===== src/rtl/sys_bus_pkg.sv =====
// shared constants and the lane parity function for the synchronous processor system bus
package sys_bus_pkg;
   localparam int ADDR_W          = 32;
   localparam int DATA_W          = 32;
   localparam int LANES           = 4;
   localparam int AT_W            = 4;
   localparam int CS_NUM          = 8;
   localparam int BURST_BEATS     = 4;
   localparam int CLK_HZ          = 125_000_000;
   localparam int TIMEOUT_NS      = 2000;
   localparam int TIMEOUT_CYC     = (TIMEOUT_NS * (CLK_HZ / 1_000_000)) / 1000;
   localparam int SLAVE_WAIT      = 2;
   localparam logic [1:0] SIZE_32 = 2'h0;
   localparam logic [1:0] SIZE_8  = 2'h1;
   localparam logic [1:0] SIZE_16 = 2'h2;
   localparam logic [3:0] AT_NORMAL = 4'h0;
   localparam logic [3:0] AT_BURST  = 4'h1;
   localparam logic [3:0] AT_DMA    = 4'h2;

   // even parity per byte lane, lane 0 is the most significant byte
   function automatic logic [3:0] lane_parity(input logic [31:0] d);
      logic [3:0] p;
      p = 4'h0;
      for (int i = 0; i < 4; i++) begin
         p[i] = ^d[31 - 8 * i -: 8];
      end
      return p;
   endfunction
endpackage


===== src/rtl/sys_bus_if.sv =====
// bus wires between master and slave, with one modport for each end
interface sys_bus_if;
   logic [31:0] addr;
   logic [1:0]  transfer_size;
   logic        read_not_write;
   logic [3:0]  address_type;
   logic        transfer_start_n;
   logic        burst_in_progress_n;
   logic [31:0] wdata;
   logic [3:0]  wpar;
   logic [31:0] rdata;
   logic [3:0]  rpar;
   logic        transfer_ack_n;
   logic        transfer_error_ack_n;
   logic        burst_inhibit_n;
   logic        slave_error_ack_n;
   logic [7:0]  chip_select_n;

   modport master (
      output addr, transfer_size, read_not_write, address_type,
      output transfer_start_n, burst_in_progress_n, wdata, wpar,
      output transfer_error_ack_n, chip_select_n,
      input  rdata, rpar, transfer_ack_n, burst_inhibit_n,
      input  slave_error_ack_n
   );
   modport slave (
      input  addr, transfer_size, read_not_write, address_type,
      input  transfer_start_n, burst_in_progress_n, wdata, wpar,
      input  transfer_error_ack_n, chip_select_n,
      output rdata, rpar, transfer_ack_n, burst_inhibit_n,
      output slave_error_ack_n
   );
endinterface


===== src/rtl/bus_master.sv =====
// bus master: starts transfers, bursts, time-out and parity checks
// Functional notes
// RULE1: start pulses low one cycle with address
// RULE2: size code sent with address
// RULE3: read_not_write high on reads, low writes
// RULE4: four-bit address type sent with address
// RULE5: slave acknowledges with one-cycle low pulse
// RULE6: no new start until acknowledge negated
// RULE7: transfer lasts at least two clocks
// RULE8: error acknowledge aborts current cycle
// RULE9: slave may flag error on bad parity
// RULE10: master times out unanswered cycles
// RULE11: lane usage depends on transfer size
// RULE12: one parity bit per byte lane
// RULE13: bit 0 is most significant
// RULE14: all signals on master clock rising edge
// RULE15: optional half-rate bus clock enable
// RULE16: bursts are aligned four 32-bit words
// RULE17: slave advances word bits during burst; this slave inhibits every burst and reloads word from addr[3:2] at each start
// RULE18: burst inhibit falls back to single cycles
// RULE19: slave refuses bursts when burst flagged
// RULE20: eight chip selects, each timer-typed
// RULE21: memory mapped only, no I/O space
// RULE22: bursts only for line fills and DMA
// RULE23: slave never acks and errors together
module bus_master
   import sys_bus_pkg::*;
#(
   parameter int TIMEOUT = TIMEOUT_CYC
) (
   input  wire logic                        clock_in,
   input  wire logic                        rst_in,
   input  wire logic                        half_rate_in,
   input  wire logic [7:0]                  cs_use_pattern_in,
   input  wire logic                        req_valid_in,
   output      logic                        req_ready_out,
   input  wire logic [31:0]                 req_addr_in,
   input  wire logic [1:0]                  req_size_in,
   input  wire logic                        req_read_in,
   input  wire logic                        req_burst_in,
   input  wire logic [3:0]                  req_type_in,
   input  wire logic [127:0]                req_wdata_in,
   output      logic                        rsp_valid_out,
   output      logic [127:0]                rsp_rdata_out,
   output      logic                        rsp_error_out,
   output      logic                        rsp_timeout_out,
   output      logic                        rsp_parity_err_out,
   output      logic [7:0]                  cs_pattern_out,
   sys_bus_if.master                        bus
);
   import sys_bus_pkg::*;

   typedef enum logic [1:0] {IDLE, ADDR, WAIT, RECOVER} st_e;

   typedef struct packed {
      st_e          st;
      logic         div;
      logic [31:0]  addr;
      logic [1:0]   size;
      logic         rd;
      logic [3:0]   at;
      logic         burst;
      logic         bursting;
      logic [1:0]   beat;
      logic [127:0] wbuf;
      logic [127:0] rbuf;
      logic         start_n;
      logic [31:0]  wdata;
      logic [3:0]   wpar;
      logic         tea_n;
      logic [15:0]  tmo;
      logic         done;
      logic         err;
      logic         tmo_hit;
      logic         perr;
      logic [7:0]   cs_n;
   } state_s;

   state_s s_r, s_nxt;
   logic   tick;
   logic   ack;
   logic   err_in;
   logic   perr_now;
   logic [31:0] beat_addr;

   ////////////////////////////////////////////////////////////////////////
   // bus enable: every cycle, or every other one in half-rate mode
   assign tick = !half_rate_in || s_r.div;                    // [RULE15]
   assign ack = tick && !bus.transfer_ack_n;                  // [RULE14]
   assign err_in = tick && (!bus.slave_error_ack_n || !s_r.tea_n);
   // data byte order big-endian: lane 0 sits in bits 31:24
   assign perr_now = s_r.rd &&
      (lane_parity(bus.rdata) != bus.rpar);                   // [RULE12]
   // single-beat fallback walks the word bits itself
   assign beat_addr = {s_r.addr[31:4], s_r.beat, 2'h0};       // [RULE18]

   // address and data ports come from flip-flops
   assign bus.addr                = s_r.addr;
   assign bus.transfer_size       = s_r.size;                 // [RULE2]
   assign bus.read_not_write      = s_r.rd;                   // [RULE3]
   assign bus.address_type        = s_r.at;                   // [RULE4]
   assign bus.transfer_start_n    = s_r.start_n;              // [RULE1]
   assign bus.burst_in_progress_n = !s_r.bursting;
   assign bus.wdata               = s_r.wdata;
   assign bus.wpar                = s_r.wpar;
   assign bus.transfer_error_ack_n = s_r.tea_n;               // [RULE10]
   assign bus.chip_select_n       = s_r.cs_n;
   assign req_ready_out           = (s_r.st == IDLE);
   assign rsp_valid_out           = s_r.done;
   assign rsp_rdata_out           = s_r.rbuf;
   assign rsp_error_out           = s_r.err;
   assign rsp_timeout_out         = s_r.tmo_hit;
   assign rsp_parity_err_out      = s_r.perr;
   // chip select timer kind per select; this end only forwards it
   assign cs_pattern_out          = cs_use_pattern_in;        // [RULE20]

   ////////////////////////////////////////////////////////////////////////
   // next-state logic for the transfer sequencer
   always_comb begin
      s_nxt = s_r;
      s_nxt.div = !s_r.div;
      s_nxt.done = 1'b0;
      if (tick) begin
         s_nxt.start_n = 1'b1;                                // [RULE1]
         s_nxt.tea_n = 1'b1;
      end
      case (s_r.st)
         IDLE: begin
            if (req_valid_in && tick) begin
               s_nxt.st = ADDR;
               s_nxt.start_n = 1'b0;                          // [RULE1]
               // burst only for fills and dma types
               s_nxt.burst = req_burst_in && req_read_in &&
                  (req_type_in == AT_BURST ||
                   req_type_in == AT_DMA);                    // [RULE22]
               s_nxt.bursting = s_nxt.burst;
               s_nxt.size = s_nxt.burst ? SIZE_32 : req_size_in;
               s_nxt.addr = s_nxt.burst ?
                  {req_addr_in[31:4], 4'h0} : req_addr_in;    // [RULE16]
               s_nxt.rd = req_read_in;
               s_nxt.at = req_type_in;
               s_nxt.beat = 2'h0;
               s_nxt.wbuf = req_wdata_in;
               s_nxt.wdata = req_wdata_in[127:96];            // [RULE13]
               s_nxt.wpar = lane_parity(req_wdata_in[127:96]); // [RULE12]
               s_nxt.rbuf = '0;
               s_nxt.err = 1'b0;
               s_nxt.tmo_hit = 1'b0;
               s_nxt.perr = 1'b0;
               s_nxt.tmo = '0;
               // plain memory-mapped decode, top three bits pick select
               s_nxt.cs_n = ~(8'h01 << req_addr_in[31:29]);   // [RULE21]
            end
         end
         ADDR: begin
            // acknowledge is not looked at in the start cycle
            if (tick) begin
               s_nxt.st = WAIT;                               // [RULE7]
            end
         end
         WAIT: begin
            if (tick) begin
               s_nxt.tmo = s_r.tmo + 16'h1;
            end
            if (err_in) begin
               s_nxt.st = RECOVER;                            // [RULE8]
               s_nxt.err = 1'b1;
               s_nxt.bursting = 1'b0;
               s_nxt.cs_n = 8'hff;
            end else if (ack) begin
               s_nxt.rbuf[127 - 32 * s_r.beat -: 32] = bus.rdata;
               s_nxt.perr = s_r.perr || perr_now;             // [RULE12]
               s_nxt.tmo = '0;
               s_nxt.beat = s_r.beat + 2'h1;
               if (s_r.beat == 2'(BURST_BEATS - 1) ||
                   !(s_r.burst || s_r.bursting)) begin
                  s_nxt.st = RECOVER;                         // [RULE6]
                  s_nxt.bursting = 1'b0;
                  s_nxt.cs_n = 8'hff;
               end else if (s_r.bursting &&
                            bus.burst_inhibit_n) begin
                  // slave advances the word bits itself
                  s_nxt.wdata = s_r.wbuf[95 - 32 * s_r.beat -: 32];
               end else begin
                  // inhibited: finish remaining words one by one
                  s_nxt.bursting = 1'b0;                      // [RULE18]
                  s_nxt.st = RECOVER;
               end
            end else if (tick && s_r.tmo >= 16'(TIMEOUT - 1)) begin
               s_nxt.tea_n = 1'b0;                            // [RULE10]
               s_nxt.tmo_hit = 1'b1;
            end
         end
         RECOVER: begin
            // wait out the acknowledge before any new start
            if (tick && bus.transfer_ack_n) begin             // [RULE6]
               if (s_r.burst && !s_r.bursting && !s_r.err &&
                   s_r.beat != 2'h0) begin
                  s_nxt.st = ADDR;
                  s_nxt.start_n = 1'b0;
                  s_nxt.addr = beat_addr;                     // [RULE18]
                  s_nxt.at = AT_NORMAL;
                  s_nxt.wdata = s_r.wbuf[127 - 32 * s_r.beat -: 32];
                  s_nxt.cs_n = ~(8'h01 << s_r.addr[31:29]);
               end else begin
                  s_nxt.st = IDLE;
                  s_nxt.done = 1'b1;
               end
            end
         end
         default: s_nxt.st = IDLE;
      endcase
   end

   ////////////////////////////////////////////////////////////////////////
   // state register; synchronous reset
   always_ff @(posedge clock_in) begin
      if (rst_in) begin
         s_r <= '{st: IDLE, start_n: 1'b1, tea_n: 1'b1,
                  cs_n: 8'hff, default: '0};
      end else begin
         s_r <= s_nxt;                                        // [RULE14]
      end
   end
endmodule


===== src/flat_wrapper.sv =====
// flat-port wrapper written by rule: the top's interface ports become plain ports
module bus_master_flat import sys_bus_pkg::*;
#(
   parameter int TIMEOUT = TIMEOUT_CYC
)
  (clock_in, rst_in, half_rate_in, cs_use_pattern_in, req_valid_in, req_ready_out, req_addr_in, req_size_in, req_read_in, req_burst_in, req_type_in, req_wdata_in, rsp_valid_out, rsp_rdata_out, rsp_error_out, rsp_timeout_out, rsp_parity_err_out, cs_pattern_out, bus_addr, bus_transfer_size, bus_read_not_write, bus_address_type, bus_transfer_start_n, bus_burst_in_progress_n, bus_wdata, bus_wpar, bus_transfer_error_ack_n, bus_chip_select_n, bus_rdata, bus_rpar, bus_transfer_ack_n, bus_burst_inhibit_n, bus_slave_error_ack_n);
  sys_bus_if bus_i ();
  input  wire logic clock_in;
  input  wire logic rst_in;
  input  wire logic half_rate_in;
  input  wire logic [7:0] cs_use_pattern_in;
  input  wire logic req_valid_in;
  output      logic req_ready_out;
  input  wire logic [31:0] req_addr_in;
  input  wire logic [1:0] req_size_in;
  input  wire logic req_read_in;
  input  wire logic req_burst_in;
  input  wire logic [3:0] req_type_in;
  input  wire logic [127:0] req_wdata_in;
  output      logic rsp_valid_out;
  output      logic [127:0] rsp_rdata_out;
  output      logic rsp_error_out;
  output      logic rsp_timeout_out;
  output      logic rsp_parity_err_out;
  output      logic [7:0] cs_pattern_out;
  output wire logic [$bits(bus_i.addr)-1:0] bus_addr;
  output wire logic [$bits(bus_i.transfer_size)-1:0] bus_transfer_size;
  output wire logic [$bits(bus_i.read_not_write)-1:0] bus_read_not_write;
  output wire logic [$bits(bus_i.address_type)-1:0] bus_address_type;
  output wire logic [$bits(bus_i.transfer_start_n)-1:0] bus_transfer_start_n;
  output wire logic [$bits(bus_i.burst_in_progress_n)-1:0] bus_burst_in_progress_n;
  output wire logic [$bits(bus_i.wdata)-1:0] bus_wdata;
  output wire logic [$bits(bus_i.wpar)-1:0] bus_wpar;
  output wire logic [$bits(bus_i.transfer_error_ack_n)-1:0] bus_transfer_error_ack_n;
  output wire logic [$bits(bus_i.chip_select_n)-1:0] bus_chip_select_n;
  input wire logic [$bits(bus_i.rdata)-1:0] bus_rdata;
  input wire logic [$bits(bus_i.rpar)-1:0] bus_rpar;
  input wire logic [$bits(bus_i.transfer_ack_n)-1:0] bus_transfer_ack_n;
  input wire logic [$bits(bus_i.burst_inhibit_n)-1:0] bus_burst_inhibit_n;
  input wire logic [$bits(bus_i.slave_error_ack_n)-1:0] bus_slave_error_ack_n;
  assign bus_addr = bus_i.addr;
  assign bus_transfer_size = bus_i.transfer_size;
  assign bus_read_not_write = bus_i.read_not_write;
  assign bus_address_type = bus_i.address_type;
  assign bus_transfer_start_n = bus_i.transfer_start_n;
  assign bus_burst_in_progress_n = bus_i.burst_in_progress_n;
  assign bus_wdata = bus_i.wdata;
  assign bus_wpar = bus_i.wpar;
  assign bus_transfer_error_ack_n = bus_i.transfer_error_ack_n;
  assign bus_chip_select_n = bus_i.chip_select_n;
  assign bus_i.rdata = bus_rdata;
  assign bus_i.rpar = bus_rpar;
  assign bus_i.transfer_ack_n = bus_transfer_ack_n;
  assign bus_i.burst_inhibit_n = bus_burst_inhibit_n;
  assign bus_i.slave_error_ack_n = bus_slave_error_ack_n;
  bus_master #(.TIMEOUT(TIMEOUT)) u_core (.clock_in(clock_in), .rst_in(rst_in), .half_rate_in(half_rate_in), .cs_use_pattern_in(cs_use_pattern_in), .req_valid_in(req_valid_in), .req_ready_out(req_ready_out), .req_addr_in(req_addr_in), .req_size_in(req_size_in), .req_read_in(req_read_in), .req_burst_in(req_burst_in), .req_type_in(req_type_in), .req_wdata_in(req_wdata_in), .rsp_valid_out(rsp_valid_out), .rsp_rdata_out(rsp_rdata_out), .rsp_error_out(rsp_error_out), .rsp_timeout_out(rsp_timeout_out), .rsp_parity_err_out(rsp_parity_err_out), .cs_pattern_out(cs_pattern_out), .bus(bus_i));
endmodule

===== config.mk =====
export PLATFORM = sky130hd
export DESIGN_NAME = bus_master_flat
export DESIGN_NICKNAME = d
export VERILOG_FILES = /design/src/rtl/sys_bus_pkg.sv /design/src/rtl/sys_bus_if.sv /design/src/rtl/bus_master.sv /design/src/flat_wrapper.sv
export SDC_FILE = /design/constraint.sdc
export NUM_CORES = 1
export LEC_CHECK = 0
export BUFFER_PORTS_ARGS = -buffer_cell sky130_fd_sc_hd__buf_2
export CORE_MARGIN = 2
export CORE_UTILIZATION = 25
export CTS_CLUSTER_SIZE = 28
export DETAILED_ROUTE_END_ITERATION = 8
export GPL_ROUTABILITY_DRIVEN = 0
export PLACE_DENSITY = 0.39
export SLEW_MARGIN = 0
export SYNTH_ARGS = -nofsm -noshare
export SYNTH_HDL_FRONTEND = slang
export SYNTH_SLANG_ARGS = --single-unit

===== constraint.sdc =====
create_clock -name clock_in -period 3.3 [get_ports clock_in]
set_clock_uncertainty 0.1 [all_clocks]
set_input_delay 0.33 -clock clock_in [delete_from_list [all_inputs] [get_ports clock_in]]
set_output_delay 0.33 -clock clock_in [all_outputs]
set_load 0.01 [all_outputs]

==> impl_metrics.ini <==
[outcome]
status = finished, final reports clean

[clocking]
numCtsBuffers = 46
cts_tree = done
htreeDepth = 2
root_buffer = clkbuf_16
clk_pin_slew_ps = 60
holdBufCountCts = 200
clk_path_buf_depth = 3
cts_resized = 0
post_cts_buffers = 0
cts.sinks = 368
insertion_delay_ps = 570

[hold_path]
min_to = u_core.s_r[365]
hold_class = in -> reg
hold_depth = 2
worstHoldStart = rst_in

[critical_path]
arrival_ps = 3250
r2r_start = u_core.s_r[366]
max_stage_delay_ps = 470
cp_cell_sequence = inv_1 > ha_1 > nand2_1 > o21a_1 > nor2_1 > or2_2 > o21ba_2
crit_type = reg -> reg
path_depth = 7
cp_max_fo = 16
critPathCaptureType = flip-flop
startpoint_type = flip-flop
worstRegToRegCells = 7
r2r_slack_ps = 410
cp.buffers_inverters = 1
cpLargestDelayFamily = simple AND/OR/NAND/NOR gates
cp.required_ps = 3660
crit_slowest_cell = ha_1
regToRegEndpoint = u_core.s_r[25]

[logic_synthesis]
netlist-cell-type-count = 62
yosysTopAreaCell = dfxtp_1
synth-edff-count = 0
yosysMostFrequentCell = nand2_1
syn_inst = 2179
synth_nets = 2410
ys_ff_latch = 368
synth_area_um2 = 18200
synth_warnings = 0
ys_seq_area_share_pct = 40.5
synth_top_area_share_pct = 40.5
synth.area.top_cells = dfxtp_1 41%, nand2_1 11%, buf_4 9.1%
avgSynthCellArea_um2 = 8.35
synth_top_flop_cell = dfxtp_1
ys_top_cells_by_count = 531 x nand2_1, 368 x dfxtp_1, 326 x a21oi_1, 221 x buf_4, 176 x nand3_1
postSynth.asyncResetShare_pct = 0

[die]
row_count = 98
die_w_um = 274
die_h_um = 274
die-area_um2 = 74900
start_util_pct = 25.4
core_um2 = 71700
ioPinCount = 446

[global_route]
grtUsageTotal_pct = 16.9
grt_start_max_net_pins = 111
grt_pass1_wl_mm = 98.5
grt-ovfl-total = 0
grt_pass1_vias = 16000
antenna_found_initial = 7

[timing]
rsz0062_at_grt = no
hold_viol_final = 0
max_freq_ghz = 0.346
setup_ws_ps = 412
relSlewSlack_pct = 27.9
tns_ps = 0
worstMarginPinSlew_ps = 1080
period_share_pct = 87.5
setup_violations = 0
drv_slew = 0
period_needed_ps = 2890

[power]
p_per_area_nw_per_um2 = 661
vdd.ir_drop.worst_v = 0.000332
power.leakage_nw = 8.82

[routing]
wl_per_cell_um = 18.6
ant_nets = 0
drt_iter0_markers = 956
viasPerCell = 4.65
drc_errors = 0
dr.pass1.iters = 5
vias = 16300
routed_wl_mm = 65.3

[cells_and_area]
final_nets = 2748
layout-drive-gt1-share_pct = 25.1
area_growth_pct = 27.5

[place]
dp_slack_ps = 494
post-dp-hpwl_mm = 43.3
port_buffers = 429

[job]
maxCapViolCount = 0
[sequential cells by signal, summed over array words and instances, names as in the netlist, 2 cells and up, named ones only]
name and count:
u_core.s_r 149, u_core.rsp_rdata_out 128, u_core.bus.addr 32, u_core.bus.wdata 32, u_core.bus.chip_select_n 8, u_core.bus.address_type 4
u_core.bus.wpar 4, u_core.beat_addr 2, u_core.bus.transfer_size 2
[logic make-up after synthesis]
| logic type | count (synthesis) | share of synthesized area (%) |
|---|---|---|
| XOR/XNOR | 70 | 3.67 |
| multiplexers | 65 | 7.98 |
| AND/OR/NAND/NOR | 843 | 20.1 |
| buffers and inverters | 396 | 13.2 |
| AO/OA/AOI/OAI | 425 | 13.7 |
| adder cells (fa/ha/maj) | 12 | 0.825 |
| flip-flops | 368 | 40.5 |
[power breakdown]
part | switching [mW] | total, mW | internal [mW]
sequential | 0.373 | 5.31 | 4.94
combinational | 3.18 | 5.00 | 1.82
clock | 2.05 | 5.02 | 2.97
total | 5.61 | 15.3 | 9.73
[routing by layer]
| layer | global-route usage (%) | vias to the layer above | wire (um) |
|---|---|---|---|
| met1 | 21.8 | 7808 | 28800 |
| met5 | 0 | - | 38 |
| met2 | 28.3 | 493 | 31100 |
| met4 | 5.41 | 6 | 1810 |
| met3 | 3.11 | 108 | 3630 |
| li1 | - | 7881 | - |
[cell usage in the layout, fill, tap and decap left out, drive strengths merged, types with 15 or more instances in the layout]
master and n:
clkbuf 71, nand3 176, nand2b 38, dfxtp 368, xnor2 51, nand2 531
a31o 32, mux4 64, nor2 39, dlygate4sd3 200, buf 469, a21oi 335
inv 19, xor2 15
[worst max path at each step]
stage | start | end | slack, ps
after global placement | u_core.s_r[366] | u_core.s_r[25] | 500
final | u_core.s_r[366] | u_core.s_r[25] | 410
after detailed placement | u_core.s_r[366] | u_core.s_r[25] | 490
after global routing | u_core.s_r[366] | u_core.s_r[25] | 270
after floorplan | u_core.beat_addr[2] | u_core.bus.chip_select_n[0] | 460
after CTS | u_core.s_r[366] | u_core.s_r[25] | 500
[worst register-to-register path, delay by kind of cell (launching register included)]
family                     cells  cell delay [ps]
adders and majority gates      1              470
and+or+nand+nor                3             1180
DFF                            1              360
AOI/OAI and AO/OA              2              560
buffers and inverters          1              120
[through the flow]
step           cells  cell area (um^2)  total power, mW  hold slack, ps  util (%)
2_1_floorplan   2179             18200             8.74             307         -
3_3_place_gp    3219             19700             10.3             318      27.4
3_5_place_dp    3219             19700             10.3             320      27.4
4_1_cts         3502             23200             15.6            85.2      32.3
5_1_grt         3505             23200             16.2             122      32.3
6_report        3505             23200             15.3             122      32.3
[area by class of cell]
type	instances	area [um^2]
clock buffer	71	1390
multi-input combinational	1415	8490
clock inverter	12	109
timing repair buffer	669	4570
tap	950	1190
inverter	17	63.8
sequential	368	7370
antenna	3	7.51
fill	7656	48500
Note: power is estimated with default switching activity, not from simulation.
